## config.mk

```make
export PLATFORM = sky130hd
export DESIGN_NAME = output_overvoltage_protect_cfg
export DESIGN_NICKNAME = d
export VERILOG_FILES = /design/src/design/ovp_pkg.sv /design/src/design/delay_timer.sv /design/src/design/lin_compare.sv /design/src/design/output_overvoltage_protect_cfg.sv
export VERILOG_INCLUDE_DIRS = /design/src /design/src/design
export SDC_FILE = /design/constraint.sdc
export NUM_CORES = 1
export LEC_CHECK = 0
export BUFFER_PORTS_ARGS = -buffer_cell sky130_fd_sc_hd__buf_2
export CAP_MARGIN = 20
export CORE_MARGIN = 10
export CORE_UTILIZATION = 60
export DETAILED_ROUTE_END_ITERATION = 16
export PLACE_DENSITY = 0.82
export SYNTH_ARGS = -nofsm -noshare
export SYNTH_HDL_FRONTEND = slang
export SYNTH_SLANG_ARGS = --single-unit
```

## constraint.sdc

```tcl
create_clock -name clk -period 14.7 [get_ports clk]
set_clock_uncertainty 0.05 [all_clocks]
set_input_delay 0.735 -clock clk [delete_from_list [all_inputs] [get_ports clk]]
set_output_delay 0.735 -clock clk [all_outputs]
set_load 0.01 [all_outputs]
```

## src/design/ovp_defs.svh

```systemverilog
// Register codes, field positions, reset values and timing for the OV block
`ifndef OVP_DEFS_SVH
`define OVP_DEFS_SVH

// ==========================================================================
// Command codes
`define CODE_INPUT_STOP_THRESHOLD 8'h36
`define CODE_PHASE_SPREAD_CONFIG 8'h37
`define CODE_CURRENT_READING_TRIM 8'h39
`define CODE_OUTPUT_HIGH_FAULT_LIMIT 8'h40
`define CODE_OUTPUT_HIGH_FAULT_ACTION 8'h41
`define CODE_OUTPUT_HIGH_WARN_LIMIT 8'h42

// ==========================================================================
// Field positions
`define GROUP_ID_HI 11
`define GROUP_ID_LO 8
`define RAIL_COUNT_HI 7
`define RAIL_COUNT_LO 4
`define RAIL_POS_HI 3
`define RAIL_POS_LO 0
`define ACTION_RESP_HI 7
`define ACTION_RESP_LO 6
`define ACTION_RETRY_HI 5
`define ACTION_RETRY_LO 3
`define ACTION_DELAY_HI 2
`define ACTION_DELAY_LO 0

// ==========================================================================
// Field encodings
`define RESP_IGNORE 2'h0
`define RESP_CONTINUE 2'h1
`define RESP_DISABLE 2'h2
`define RESP_HOLD_OFF 2'h3
`define RETRY_NONE 3'h0
`define RETRY_ENDLESS 3'h7

// ==========================================================================
// Reset values
`define RST_INPUT_STOP_THRESHOLD 16'h0000
`define RST_PHASE_SPREAD_CONFIG 16'h0000
`define RST_CURRENT_READING_TRIM 16'h0000
`define RST_OUTPUT_HIGH_FAULT_LIMIT 16'hFFFF
`define RST_OUTPUT_HIGH_FAULT_ACTION 8'h80
`define RST_OUTPUT_HIGH_WARN_LIMIT 16'hFFFF

// ==========================================================================
// Timing
`define DELAY_CODE_MAX_TICKS 8'h80
`define SYNC_PERIOD_MAX 16'hFFFF

`endif

```

## src/design/ovp_pkg.sv

```systemverilog
// Types and the linear-format helper shared by the OV block
package ovp_pkg;

  // ========================================================================
  // Types
  typedef logic signed [47:0] fixed_t;

  typedef enum logic [2:0] {
    ST_RUN = 3'b000,
    ST_CONT_DELAY = 3'b001,
    ST_RETRY_WAIT = 3'b010,
    ST_LATCHED = 3'b011,
    ST_HOLD_OFF = 3'b100
  } ovp_state_t;

  // ========================================================================
  // Linear format to signed fixed point, 16 fractional bits
  function automatic fixed_t lin_to_fixed(input logic [15:0] lin);
    fixed_t m;
    logic [4:0] sh;
    m = {{37{lin[10]}}, lin[10:0]};
    // Exponent plus sixteen: flip the sign bit of the 5-bit field
    sh = {~lin[15], lin[14:11]};
    return m <<< sh;
  endfunction : lin_to_fixed

endpackage : ovp_pkg

```

## src/design/delay_timer.sv

```systemverilog
// Counts two-to-the-code delay units and pulses done at the end
`timescale 1ns/1ps
`default_nettype none

`include "ovp_defs.svh"

module delay_timer (
  input wire logic clk,
  input wire logic rst_n,
  input wire logic start,
  input wire logic [2:0] code,
  input wire logic unit_tick,
  output logic busy,
  output logic done
);

  logic [7:0] cnt_r;
  logic [7:0] target;

  // ========================================================================
  // Multiple of the unit: 1 for code 0 up to 128 for code 7
  assign target = 8'h01 << code;

  always_ff @(posedge clk) begin
    if (!rst_n) begin
      cnt_r <= 8'h00;
      busy <= 1'b0;
      done <= 1'b0;
    end else begin
      done <= 1'b0;
      if (start) begin
        cnt_r <= 8'h00;
        busy <= 1'b1;
      end else if (busy && unit_tick) begin
        if (cnt_r + 8'h01 == target) begin
          busy <= 1'b0;
          done <= 1'b1;
        end else begin
          cnt_r <= cnt_r + 8'h01;
        end
      end
    end
  end

endmodule : delay_timer

`default_nettype wire

```

## src/design/lin_compare.sv

```systemverilog
// Compares two linear-format values, true when a is at or below b
`timescale 1ns/1ps
`default_nettype none

module lin_compare (
  input wire logic [15:0] a,
  input wire logic [15:0] b,
  output logic a_le_b
);

  // ========================================================================
  // Both sides aligned to one fixed point before comparing
  assign a_le_b = (ovp_pkg::lin_to_fixed(a) <= ovp_pkg::lin_to_fixed(b));

endmodule : lin_compare

`default_nettype wire

```

## src/design/output_overvoltage_protect_cfg.sv

```systemverilog
// Command registers, input stop, phase spreading, current trim and OV response
//
// What this block does
// RULE1: Once converting, stop when input voltage falls to the stop threshold.
// RULE2: Offset switching phase from the shared sync clock per interleave setup.
// RULE3: Interleave bits 11:8 hold an unsigned 4-bit group identifier, 0 to 15.
// RULE4: Interleave bits 7:4 give unit count in group, sync source included.
// RULE5: Interleave bits 3:0 give position; sync source must be position zero.
// RULE6: All interleaved units must be synchronized before interleaving works.
// RULE7: Add a 16-bit linear amperes offset to output current readings.
// RULE8: Hold OV fault limit, 16-bit unsigned, exponent minus eleven.
// RULE9: Hold OV warning limit, 16-bit unsigned, exponent minus eleven.
// RULE10: Response 00 keeps operating without interruption on an OV fault.
// RULE11: Response 01 runs for the delay, then retries if fault persists.
// RULE12: Response 10 disables output at once, then follows retry setting.
// RULE13: Response 11 holds output off only while the fault is present.
// RULE14: Retry bits 5:3 count restarts; 000 stays off until fault cleared.
// RULE15: Retry value 111 restarts continuously without limit.
// RULE16: Delay bits 2:0 select two to the code units, 1 to 128.
// RULE17: One delay serves continue time and restart spacing; unit is external.
// RULE18: Flag fault above fault limit; flag warning above warn limit only.
`timescale 1ns/1ps
`default_nettype none

`include "ovp_defs.svh"

module output_overvoltage_protect_cfg (
  input wire logic clk,
  input wire logic rst_n,
  // Command access
  input wire logic [7:0] reg_code,
  input wire logic reg_wr,
  input wire logic reg_rd,
  input wire logic [15:0] reg_wdata,
  output logic [15:0] reg_rdata_r,
  output logic reg_ack_r,
  output logic reg_nack_r,
  // Measurements and control
  input wire logic run_request,
  input wire logic [15:0] vin_meas,
  input wire logic [15:0] vout_meas,
  input wire logic [15:0] iout_raw,
  input wire logic delay_unit_tick,
  input wire logic clear_faults,
  input wire logic sync_edge,
  // Results
  output logic conv_running_r,
  output logic output_enable_r,
  output logic ov_fault_flag_r,
  output logic ov_warn_flag_r,
  output ovp_pkg::fixed_t iout_reading_r,
  output logic phase_start_r,
  output logic [3:0] group_id_r,
  output ovp_pkg::ovp_state_t ovp_state_r
);

  // ========================================================================
  // Command registers
  logic [15:0] input_stop_threshold_r;
  logic [15:0] phase_spread_config_r;
  logic [15:0] current_reading_trim_r;
  logic [15:0] output_high_fault_limit_r;
  logic [7:0] output_high_fault_action_r;
  logic [15:0] output_high_warn_limit_r;

  always_ff @(posedge clk) begin
    if (!rst_n) begin
      input_stop_threshold_r <= `RST_INPUT_STOP_THRESHOLD;
      phase_spread_config_r <= `RST_PHASE_SPREAD_CONFIG;
      current_reading_trim_r <= `RST_CURRENT_READING_TRIM;
      output_high_fault_limit_r <= `RST_OUTPUT_HIGH_FAULT_LIMIT;
      output_high_fault_action_r <= `RST_OUTPUT_HIGH_FAULT_ACTION;
      output_high_warn_limit_r <= `RST_OUTPUT_HIGH_WARN_LIMIT;
    end else if (reg_wr) begin
      case (reg_code)
        `CODE_INPUT_STOP_THRESHOLD: begin
          input_stop_threshold_r <= reg_wdata; // RULE1
        end
        `CODE_PHASE_SPREAD_CONFIG: begin
          // Bits 15:12 are not stored and read as zero
          phase_spread_config_r <= {4'h0, reg_wdata[11:0]}; // RULE3 RULE4
        end
        `CODE_CURRENT_READING_TRIM: begin
          current_reading_trim_r <= reg_wdata; // RULE7
        end
        `CODE_OUTPUT_HIGH_FAULT_LIMIT: begin
          output_high_fault_limit_r <= reg_wdata; // RULE8
        end
        `CODE_OUTPUT_HIGH_FAULT_ACTION: begin
          output_high_fault_action_r <= reg_wdata[7:0];
        end
        `CODE_OUTPUT_HIGH_WARN_LIMIT: begin
          output_high_warn_limit_r <= reg_wdata; // RULE9
        end
        default: begin
        end
      endcase
    end
  end

  // ========================================================================
  // Command answers, one cycle after the strobe
  logic code_known;

  always_comb begin
    case (reg_code)
      `CODE_INPUT_STOP_THRESHOLD,
      `CODE_PHASE_SPREAD_CONFIG,
      `CODE_CURRENT_READING_TRIM,
      `CODE_OUTPUT_HIGH_FAULT_LIMIT,
      `CODE_OUTPUT_HIGH_FAULT_ACTION,
      `CODE_OUTPUT_HIGH_WARN_LIMIT: code_known = 1'b1;
      default: code_known = 1'b0;
    endcase
  end

  always_ff @(posedge clk) begin
    if (!rst_n) begin
      reg_ack_r <= 1'b0;
      reg_nack_r <= 1'b0;
    end else begin
      reg_ack_r <= (reg_wr || reg_rd) && code_known;
      reg_nack_r <= (reg_wr || reg_rd) && !code_known;
    end
  end

  always_ff @(posedge clk) begin
    if (!rst_n) begin
      reg_rdata_r <= 16'h0000;
    end else if (reg_rd) begin
      case (reg_code)
        `CODE_INPUT_STOP_THRESHOLD: reg_rdata_r <= input_stop_threshold_r;
        `CODE_PHASE_SPREAD_CONFIG: reg_rdata_r <= phase_spread_config_r;
        `CODE_CURRENT_READING_TRIM: reg_rdata_r <= current_reading_trim_r;
        `CODE_OUTPUT_HIGH_FAULT_LIMIT: begin
          reg_rdata_r <= output_high_fault_limit_r;
        end
        `CODE_OUTPUT_HIGH_FAULT_ACTION: begin
          reg_rdata_r <= {8'h00, output_high_fault_action_r};
        end
        `CODE_OUTPUT_HIGH_WARN_LIMIT: reg_rdata_r <= output_high_warn_limit_r;
        default: reg_rdata_r <= 16'h0000;
      endcase
    end
  end

  // ========================================================================
  // Input stop
  logic vin_at_stop;

  lin_compare u_vin_stop (
    .a(vin_meas),
    .b(input_stop_threshold_r),
    .a_le_b(vin_at_stop)
  );

  // Start is gated by run_request and vin above the stop threshold; the start threshold lives elsewhere
  always_ff @(posedge clk) begin
    if (!rst_n) begin
      conv_running_r <= 1'b0;
    end else if (!run_request || (conv_running_r && vin_at_stop)) begin
      conv_running_r <= 1'b0; // RULE1
    end else if (run_request && !vin_at_stop) begin
      conv_running_r <= 1'b1;
    end
  end

  // ========================================================================
  // Current reading trim
  always_ff @(posedge clk) begin
    if (!rst_n) begin
      iout_reading_r <= '0;
    end else begin
      iout_reading_r <= ovp_pkg::lin_to_fixed(iout_raw)
        + ovp_pkg::lin_to_fixed(current_reading_trim_r); // RULE7
    end
  end

  // ========================================================================
  // Phase spreading against the sync clock
  logic [15:0] per_cnt_r;
  logic [15:0] period_r;
  logic [1:0] sync_seen_r;
  logic fired_r;
  logic [3:0] rail_count;
  logic [3:0] rail_pos;
  logic [19:0] elapsed_scaled;
  logic [19:0] target_scaled;
  logic phase_due;

  assign rail_count = phase_spread_config_r[`RAIL_COUNT_HI:`RAIL_COUNT_LO];
  assign rail_pos = phase_spread_config_r[`RAIL_POS_HI:`RAIL_POS_LO];
  assign elapsed_scaled = per_cnt_r * rail_count;
  assign target_scaled = period_r * rail_pos;

  // Position zero, or a position outside the group, starts on the sync edge
  always_comb begin
    if (rail_pos == 4'h0 || rail_pos >= rail_count) begin
      phase_due = 1'b1; // RULE5
    end else begin
      phase_due = (elapsed_scaled >= target_scaled); // RULE2
    end
  end

  always_ff @(posedge clk) begin
    if (!rst_n) begin
      per_cnt_r <= 16'h0000;
      period_r <= 16'h0000;
      sync_seen_r <= 2'h0;
    end else if (sync_edge) begin
      per_cnt_r <= 16'h0000;
      period_r <= per_cnt_r;
      if (sync_seen_r != 2'h3) begin
        sync_seen_r <= sync_seen_r + 2'h1;
      end
    end else if (per_cnt_r != `SYNC_PERIOD_MAX) begin
      per_cnt_r <= per_cnt_r + 16'h0001;
    end
  end

  // No phase start until three sync edges have been seen
  always_ff @(posedge clk) begin
    if (!rst_n) begin
      fired_r <= 1'b0;
      phase_start_r <= 1'b0;
    end else begin
      phase_start_r <= 1'b0;
      if (sync_edge) begin
        fired_r <= 1'b0;
      end else if (!fired_r && sync_seen_r == 2'h3 && phase_due) begin
        fired_r <= 1'b1; // RULE6
        phase_start_r <= 1'b1; // RULE2
      end
    end
  end

  always_ff @(posedge clk) begin
    if (!rst_n) begin
      group_id_r <= 4'h0;
    end else begin
      group_id_r <= phase_spread_config_r[`GROUP_ID_HI:`GROUP_ID_LO]; // RULE3
    end
  end

  // ========================================================================
  // Overvoltage detection and sticky flags
  logic ov_now;
  logic warn_now;

  // Same fixed exponent on both sides, so a plain unsigned compare serves
  assign ov_now = (vout_meas > output_high_fault_limit_r); // RULE8 RULE18
  assign warn_now = (vout_meas > output_high_warn_limit_r); // RULE9 RULE18

  // Set wins over clear so a fault in the clearing cycle is kept
  always_ff @(posedge clk) begin
    if (!rst_n) begin
      ov_fault_flag_r <= 1'b0;
      ov_warn_flag_r <= 1'b0;
    end else begin
      ov_fault_flag_r <= ov_now || (ov_fault_flag_r && !clear_faults);
      ov_warn_flag_r <= warn_now || (ov_warn_flag_r && !clear_faults);
    end
  end

  // ========================================================================
  // Fault response
  logic [1:0] resp;
  logic [2:0] retries;
  logic [2:0] delay_code;
  logic [2:0] retry_used_r;
  ovp_pkg::ovp_state_t state_nxt;
  logic timer_start;
  logic retry_take;
  logic retry_clr;
  logic timer_done;

  assign resp = output_high_fault_action_r[`ACTION_RESP_HI:`ACTION_RESP_LO];
  assign retries =
    output_high_fault_action_r[`ACTION_RETRY_HI:`ACTION_RETRY_LO];
  assign delay_code =
    output_high_fault_action_r[`ACTION_DELAY_HI:`ACTION_DELAY_LO];

  // One timer covers both the continue window and the restart spacing
  delay_timer u_delay (
    .clk(clk),
    .rst_n(rst_n),
    .start(timer_start),
    .code(delay_code), // RULE16
    .unit_tick(delay_unit_tick), // RULE17
    .busy(),
    .done(timer_done)
  );

  always_comb begin
    state_nxt = ovp_state_r;
    timer_start = 1'b0;
    retry_take = 1'b0;
    retry_clr = 1'b0;
    case (ovp_state_r)
      ovp_pkg::ST_RUN: begin
        if (ov_now) begin
          case (resp)
            `RESP_IGNORE: state_nxt = ovp_pkg::ST_RUN; // RULE10
            `RESP_CONTINUE: begin
              state_nxt = ovp_pkg::ST_CONT_DELAY; // RULE11
              timer_start = 1'b1; // RULE17
            end
            `RESP_DISABLE: begin
              state_nxt = ovp_pkg::ST_LATCHED; // RULE12
            end
            default: state_nxt = ovp_pkg::ST_HOLD_OFF; // RULE13
          endcase
        end
      end
      ovp_pkg::ST_CONT_DELAY: begin
        if (timer_done) begin
          state_nxt = ov_now ? ovp_pkg::ST_LATCHED : ovp_pkg::ST_RUN; // RULE11
        end
      end
      ovp_pkg::ST_RETRY_WAIT: begin
        if (timer_done) begin
          state_nxt = ovp_pkg::ST_RUN;
        end
      end
      ovp_pkg::ST_LATCHED: begin
        if (clear_faults) begin
          state_nxt = ovp_pkg::ST_RUN; // RULE14
          retry_clr = 1'b1;
        end
      end
      ovp_pkg::ST_HOLD_OFF: begin
        if (!ov_now) begin
          state_nxt = ovp_pkg::ST_RUN; // RULE13
        end
      end
      default: state_nxt = ovp_pkg::ST_RUN;
    endcase
    // A shutdown becomes a timed restart while restarts remain
    if (state_nxt == ovp_pkg::ST_LATCHED && ovp_state_r != ovp_pkg::ST_LATCHED
        && retries != `RETRY_NONE) begin // RULE14
      if (retries == `RETRY_ENDLESS) begin
        state_nxt = ovp_pkg::ST_RETRY_WAIT; // RULE15
        timer_start = 1'b1;
      end else if (retry_used_r < retries) begin
        state_nxt = ovp_pkg::ST_RETRY_WAIT; // RULE14
        timer_start = 1'b1; // RULE17
        retry_take = 1'b1;
      end
    end
  end

  always_ff @(posedge clk) begin
    if (!rst_n) begin
      ovp_state_r <= ovp_pkg::ST_RUN;
    end else begin
      ovp_state_r <= state_nxt;
    end
  end

  // Restart budget refills only when faults are cleared by software
  always_ff @(posedge clk) begin
    if (!rst_n) begin
      retry_used_r <= 3'h0;
    end else if (retry_clr || clear_faults) begin
      // A restart taken in the clearing cycle still spends its budget
      retry_used_r <= {2'h0, retry_take};
    end else if (retry_take) begin
      retry_used_r <= retry_used_r + 3'h1;
    end
  end

  // ========================================================================
  // Output enable
  logic ovp_allows;

  always_comb begin
    case (ovp_state_r)
      ovp_pkg::ST_RUN: ovp_allows = 1'b1;
      ovp_pkg::ST_CONT_DELAY: ovp_allows = 1'b1; // RULE11
      default: ovp_allows = 1'b0; // RULE12
    endcase
  end

  always_ff @(posedge clk) begin
    if (!rst_n) begin
      output_enable_r <= 1'b0;
    end else begin
      output_enable_r <= conv_running_r && ovp_allows;
    end
  end

endmodule : output_overvoltage_protect_cfg

`default_nettype wire

```

==> impl_metrics.csv, run 1 <==
group,metric,value,unit
run_status,status,"finished, final reports clean",
worst_setup_path,critPathCaptureType,"flip-flop",
worst_setup_path,critPathLaunchType,"flip-flop",
placement,dp_hpwl,46.17,mm
yosys,synth_cell_types,89,
cells_and_area,nets,3048,
clock_tree,clk_pin_slew,60,ps
yosys,syn_area,20270,um2
global_routing,antenna_found_initial,1,
clock_tree,cts_num_sinks,210,
global_routing,grt_pass1_wl,96.06,mm
detailed_routing,drcViolationCount,0,
sta,slew_headroom,0.3502,
sta,finalCritPeriodShare,0.3882,
floorplanning,rows,67,
sta,hold_viol_final,0,
yosys,synth_area_leader_cell,"dfxtp_1",
clock_tree,hold_buffers,0,
clock_tree,clockBufferDepth,3,
worst_setup_path,regToRegSetupSlack,8990,ps
yosys,synth.top_cell.area_share,0.2074,
yosys,synth_area_leaders,"dfxtp_1 (21%), ha_1 (12%), nand2_1 (6.0%)",
worst_setup_path,crit_arrival,6050,ps
floorplanning,die_h,203.8,um
detailed_routing,vias_per_cell,6.110,
sta,setup_violations,0,
cells_and_area,final_layout_size_suffix_gt1_frac,0.1011,
sta,min_period,5706,ps
floorplanning,core,33450,um2
clock_tree,cts_root_buf,"clkbuf_16",
global_routing,grt_usage,0.2759,
cells_and_area,final-seq-area,4204,um2
detailed_routing,final_antenna_net_count,0,
detailed_routing,routed_wl,58.71,mm
yosys,yosysWarnings,0,
hold_path,hold_path_class,"reg -> reg",
detailed_routing,drt-initial-drc-count,1769,
power,power_density,66.44,nW/um2
clock_tree,cts_tree,"yes",
floorplanning,io_pins,158,
floorplanning,dieArea,41530,um2
cells_and_area,layout_commonest_cell,"nand2_1",
sta,slew_viol_final,0,
global_routing,overflow,0,
detailed_routing,wl_per_cell,18.46,um
cells_and_area,layout_common_cells,"nand2_1 (326), nor2_1 (224), dfxtp_1 (210)",
yosys,synth-seq-area-share,0.2074,
cells_and_area,area_growth,8.397,%
clock_tree,cts_htree_levels,1,
global_routing,grt_pass1_vias,18910,
cells_and_area,fillers,2887,
yosys,async_reset_ff_frac,0,
clock_tree,ctsResizeCount,0,
placement,post_dp_cell_area,21080,um2
yosys,synth_nets,3007,
yosys,synthCells,2673,
yosys,synth.avg_cell_area,7.582,um2
sta,worst_pin_slew,973.4,ps
clock_tree,clkLatencyLatePin,550,ps
cells_and_area,design_area,21970,um2
sta,setup_ws,8994,ps
yosys,synth_enable_flop_cells,0,
detailed_routing,vias,19430,
detailed_routing,drt_pass1_iterations,8,
placement,place_congestion,0.9642,
power,ir_drop,73.05,uV
yosys,ys.flop_type,"dfxtp_1",
worst_setup_path,required,15050,ps
placement,io_buffers,157,
clock_tree,cts-buffers-inserted,24,
sta,fmax,175.3,MHz
floorplanning,die_x,203.8,um
global_routing,grt_max_degree,83,
floorplanning,start_util,0.6059,
placement,pre_cts_ws,9088,ps
sta,fin_tns_setup,0,ps
cells_and_area,multi_input_area,14710,um2
job,cap_violations,0,
clock_tree,post_cts_buffers,0,
yosys,synth_seq_cells,210,
worst_setup_path,critPathKind,"reg -> reg",
worst_setup_path,crit_fanout,20,
power,p_leak,10.24,nW
sta,rsz0062_at_grt,"false",
metrics by stage:
| step | util | std cells | hold WS, ps | total power [mW] |
|---|---|---|---|---|
| 6_report | 0.6568 | 3180 | 386.0 | 1.459 |
| 5_1_grt | 0.6567 | 3179 | 404.4 | 1.509 |
| 4_1_cts | 0.6559 | 3178 | 376.3 | 1.462 |
| 3_5_place_dp | 0.6301 | 3135 | 371.2 | 0.8108 |
| 3_3_place_gp | 0.6301 | 3135 | 360.0 | 0.8064 |
| 2_1_floorplan | - | 2673 | 351.3 | 0.7413 |
cells in the mapped netlist, drive strengths merged (5+ instances only):
master     n
xnor2     42
o22ai     24
mux2      29
a211oi    13
a22o       6
nand3b     8
a21boi    12
a211o      5
o21bai    10
o31ai     11
and2     113
o2111ai    6
nor2b     38
dfxtp    210
nor3      40
nor2     226
mux2i    112
a21o      86
nor4       5
and3      16
o21a      27
buf       21
a21oi    193
a222oi     5
or3       12
or2        8
o211ai    42
a221oi    18
a22oi      7
nand2    327
fa        57
nand2b    37
a31oi     16
nor3b      8
ha       197
clkbuf   128
inv      201
nand4     32
o21ai    174
nand3     53
xor2      35
power by group:
group          internal (mW)  total [mW]  switching [mW]  leakage [nW]
clock                  0.399       0.655           0.256         0.423
sequential             0.581       0.587         0.00579          1.71
combinational         0.0811       0.217           0.136          8.11
sequential cells by signal, indices dropped and copies added (netlist names), 2 cells and up:
register / cells
current_reading_trim_r: 16
group_id_r: 4
input_stop_threshold_r: 16
iout_reading_r: 48
output_high_fault_action_r: 8
output_high_fault_limit_r: 16
output_high_warn_limit_r: 16
ovp_state_r: 3
per_cnt_r: 16
period_r: 16
phase_spread_config_r: 12
reg_rdata_r: 16
retry_used_r: 3
sync_seen_r: 2
u_delay.cnt_r: 8
area by class of cell:
type                       instances  area share
clock inverter                    15     0.01025
tap                              448     0.02552
inverter                         205     0.03514
clock buffer                      28     0.02893
antenna                            1   0.0001139
timing repair buffer             164     0.03907
sequential                       210      0.1914
multi-input combinational       2109      0.6696
worst max-delay path: stages, from the launching register on:
cell      delay (ps)
dfxtp_1          750
nand2_1          200
fa_1             530
fa_1             550
inv_1             70
fa_1             450
a21o_1           180
a21oi_1          220
o21bai_1          90
a21oi_1          300
o21bai_1         190
a211o_1          310
a31o_2           240
a21oi_1          170
xor2_1           160
ha_1             260
nor2b_1          130
o21ai_0          140
nand3_1           90
nand2_1           90
o21ai_0           70
a21oi_1          200
a21oi_1          100
cell families (layout without fill, tap and decap cells):
family / after synthesis / after routing / synth area share
buf+inv: 354 / 412 / 0.06686
fa+ha+maj: 254 / 254 / 0.1779
flops: 210 / 210 / 0.2074
compound gates: 701 / 701 / 0.2236
mux: 141 / 141 / 0.07143
xor+xnor: 77 / 77 / 0.03328
other cells: 0 / 1 / 0
simple gates: 936 / 936 / 0.2194
path summary, 6_finish.rpt:
| path | cells after the start | end | start |
|---|---|---|---|
| setup reg to reg | 22 | fired_r | phase_spread_config_r[3] |
| hold / removal | 1 | phase_start_r | fired_r |
| hold reg to reg | 1 | phase_start_r | fired_r |
| setup / recovery | 22 | fired_r | phase_spread_config_r[3] |
metal layers:
metal,vias to the layer above,GRT usage,part of all wire
met2,785,0.4438,0.45
li1,9387,-,-
met3,129,0.04284,0.078
met4,0,0.09033,0.031
met5,-,0,0
met1,9129,0.3703,0.44
No activity file was read; power rests on OpenSTA's default activity.
==> inputs of run 2 (changes only) <==
Clock period 14.7 ns to 5.6 ns, I/O delays scaled along.
==> run 2 against run 1 <==
  * Sequential share of layout area decreased by 0.12 points
  * Maximum frequency is 11% higher
  * Critical path depth is 1 higher
  * Register-to-register slack got worse by 8600 ps
  * Total power increased to 2.6 times the previous value
  * Die area unchanged
  * Utilization up 0.46 points
  * Highest routed layer unchanged
  * Sequential power grew to 2.6 times the previous value
  * Sequential cell count stayed put
  * Global-route usage is essentially flat
==> impl_metrics.csv, run 2 (same netlist as run 1, synthesis figures left out) <==
group,metric,value,unit
worst_setup_path,path_buf_inv,3,
cells_and_area,layout_commonest_cell,"nand2_1",
worst_setup_path,crit_fanout,14,
global_routing,grt_usage,0.2762,
worst_setup_path,crit_top_cell,"a21oi_1",
sta,fin_tns_setup,0,ps
worst_setup_path,path_cells,"buf_4 -> and2_1 -> fa_1 -> inv_1 -> fa_1 -> inv_1 -> ha_1 -> o21a_1 -> o21ai_0 -> a21oi_1 -> o21a_1 -> o21ai_1 -> a21oi_1 -> or2_2 -> o311ai_1 -> ha_1 -> nor2b_1 -> o21ai_1 -> nand3_1 -> nand2_1 -> o21ai_0 -> a21oi_1 -> a21oi_1",
cells_and_area,area_growth,9.150,%
power,clkPwrFrac,0.433,
sta,finalCritPeriodShare,0.9213,
floorplanning,core,33450,um2
power,p_leak,10.31,nW
hold_path,hold_path_class,"in -> reg",
clock_tree,cts-buffers-inserted,24,
floorplanning,dieArea,41530,um2
job,cap_violations,0,
detailed_routing,final_antenna_net_count,0,
cells_and_area,largest_reg_flops,48,
clock_tree,clkLatencyLatePin,550,ps
clock_tree,cts_num_sinks,210,
worst_setup_path,crit_path_top_delay_cell,"fa_1",
global_routing,grt_max_degree,71,
sta,setup_violations,0,
power,power_density,169.0,nW/um2
clock_tree,clockBufferDepth,3,
detailed_routing,drcViolationCount,0,
placement,io_buffers,157,
cells_and_area,fin_cells,3201,
worst_setup_path,required,5950,ps
cells_and_area,nets,3070,
global_routing,overflow,0,
worst_setup_path,critPathLaunchType,"flip-flop",
power,seqPwrFrac,0.412,
sta,setup_ws,440.6,ps
clock_tree,cts_htree_levels,1,
clock_tree,cts_tree,"yes",
floorplanning,start_util,0.6059,
sta,rsz0062_at_grt,"false",
sta,worst_pin_slew,866.8,ps
sta,slew_viol_final,0,
global_routing,antenna_found_initial,1,
placement,post_dp_cell_area,21150,um2
detailed_routing,vias_per_cell,6.106,
power,intPower,2.684,mW
detailed_routing,drt_pass1_iterations,6,
power,p_switching,1.054,mW
sta,min_period,5159,ps
clock_tree,clk_pin_slew,60,ps
sta,hold_viol_final,0,
floorplanning,rows,67,
floorplanning,die_x,203.8,um
placement,dp_hpwl,46.38,mm
power,p_comb_frac,0.155,
placement,dp.cells,3145,
cells_and_area,top_register,"iout_reading_r",
floorplanning,die_h,203.8,um
cells_and_area,utilization,0.6613,
clock_tree,cts_root_buf,"clkbuf_16",
worst_setup_path,cp_slowest_stage_delay,530,ps
cells_and_area,final_layout_size_suffix_gt1_frac,0.1047,
detailed_routing,drt-initial-drc-count,1909,
worst_setup_path,critPathCaptureType,"flip-flop",
detailed_routing,vias,19550,
floorplanning,io_pins,158,
worst_setup_path,critPathKind,"reg -> reg",
worst_setup_path,critical-path-top-delay-family,"compound AO/OA/AOI/OAI gates",
power,ir_drop,210.9,uV
placement,place_congestion,0.9475,
cells_and_area,layout_common_cells,"nand2_1 (326), nor2_1 (224), dfxtp_1 (208)",
detailed_routing,wl_per_cell,18.62,um
global_routing,grt_pass1_vias,19080,
run_status,status,"finished, final reports clean",
placement,pre_cts_ws,312.2,ps
detailed_routing,routed_wl,59.61,mm
power,power_switching_share,0.2820,
cells_and_area,design_area,22120,um2
global_routing,grt_pass1_wl,96.47,mm
sta,fmax,193.8,MHz
sta,slew_headroom,0.4214,
worst_setup_path,crit_arrival,5510,ps
clock_tree,post_cts_buffers,0,
## run 2: power by group through the flow
stage                     clock network (mW)  logic [mW]  registers, mW
final                                   1.62       0.578           1.54
after global placement                     0       0.548           1.57
after global routing                    1.68       0.636           1.54
after floorplan                            0       0.362           1.58
after CTS                               1.63       0.568           1.54
after detailed placement                   0       0.557           1.57
## run 2: worst paths after layout
kind | start | endpoint | slack, ps | cells after the start
max | phase_spread_config_r[7] | fired_r | 440 | 23
min | reg_wdata[0] | current_reading_trim_r[0] | 20 | 3
max reg2reg | phase_spread_config_r[7] | fired_r | 440 | 23
min reg2reg | fired_r | phase_start_r | 370 | 1
## run 2: stage by stage
step                      hold WS [ps]  power [mW]
final                            19.98       3.738
after global routing             29.26       3.857
after CTS                       0.6053       3.738
after detailed placement         374.8       2.130
after global placement           360.0       2.120
after floorplan                  351.3       1.946
## run 2: area by class of cell
class	count	area, um2
multi-input combinational	2109	14730
fill	2863	11330
sequential	210	4207
timing repair buffer	186	1041
inverter	205	772.0
clock buffer	31	666.9
tap	448	560.5
clock inverter	11	142.6
antenna	1	2.502
## run 2: worst register-to-register path, delay by kind of cell (launching register included)
kind / cells / cell delay [ps]
fa+ha+maj: 4 / 1690
flops: 1 / 370
simple gates: 5 / 820
compound gates: 11 / 1790
buf+inv: 3 / 300
## run 2: layer usage
metal | track usage | part of all wire
met5 | 0 | 0
met4 | 0.08926 | 0.033
met3 | 0.04395 | 0.080
met2 | 0.4556 | 0.45
met1 | 0.3612 | 0.43
## run 2: what timing repair did
item	CTS	global route
hold buffers	12	0
endpoints found under the setup margin	0	2
gates resized for setup	0	8
hold endpoints to repair	31	0
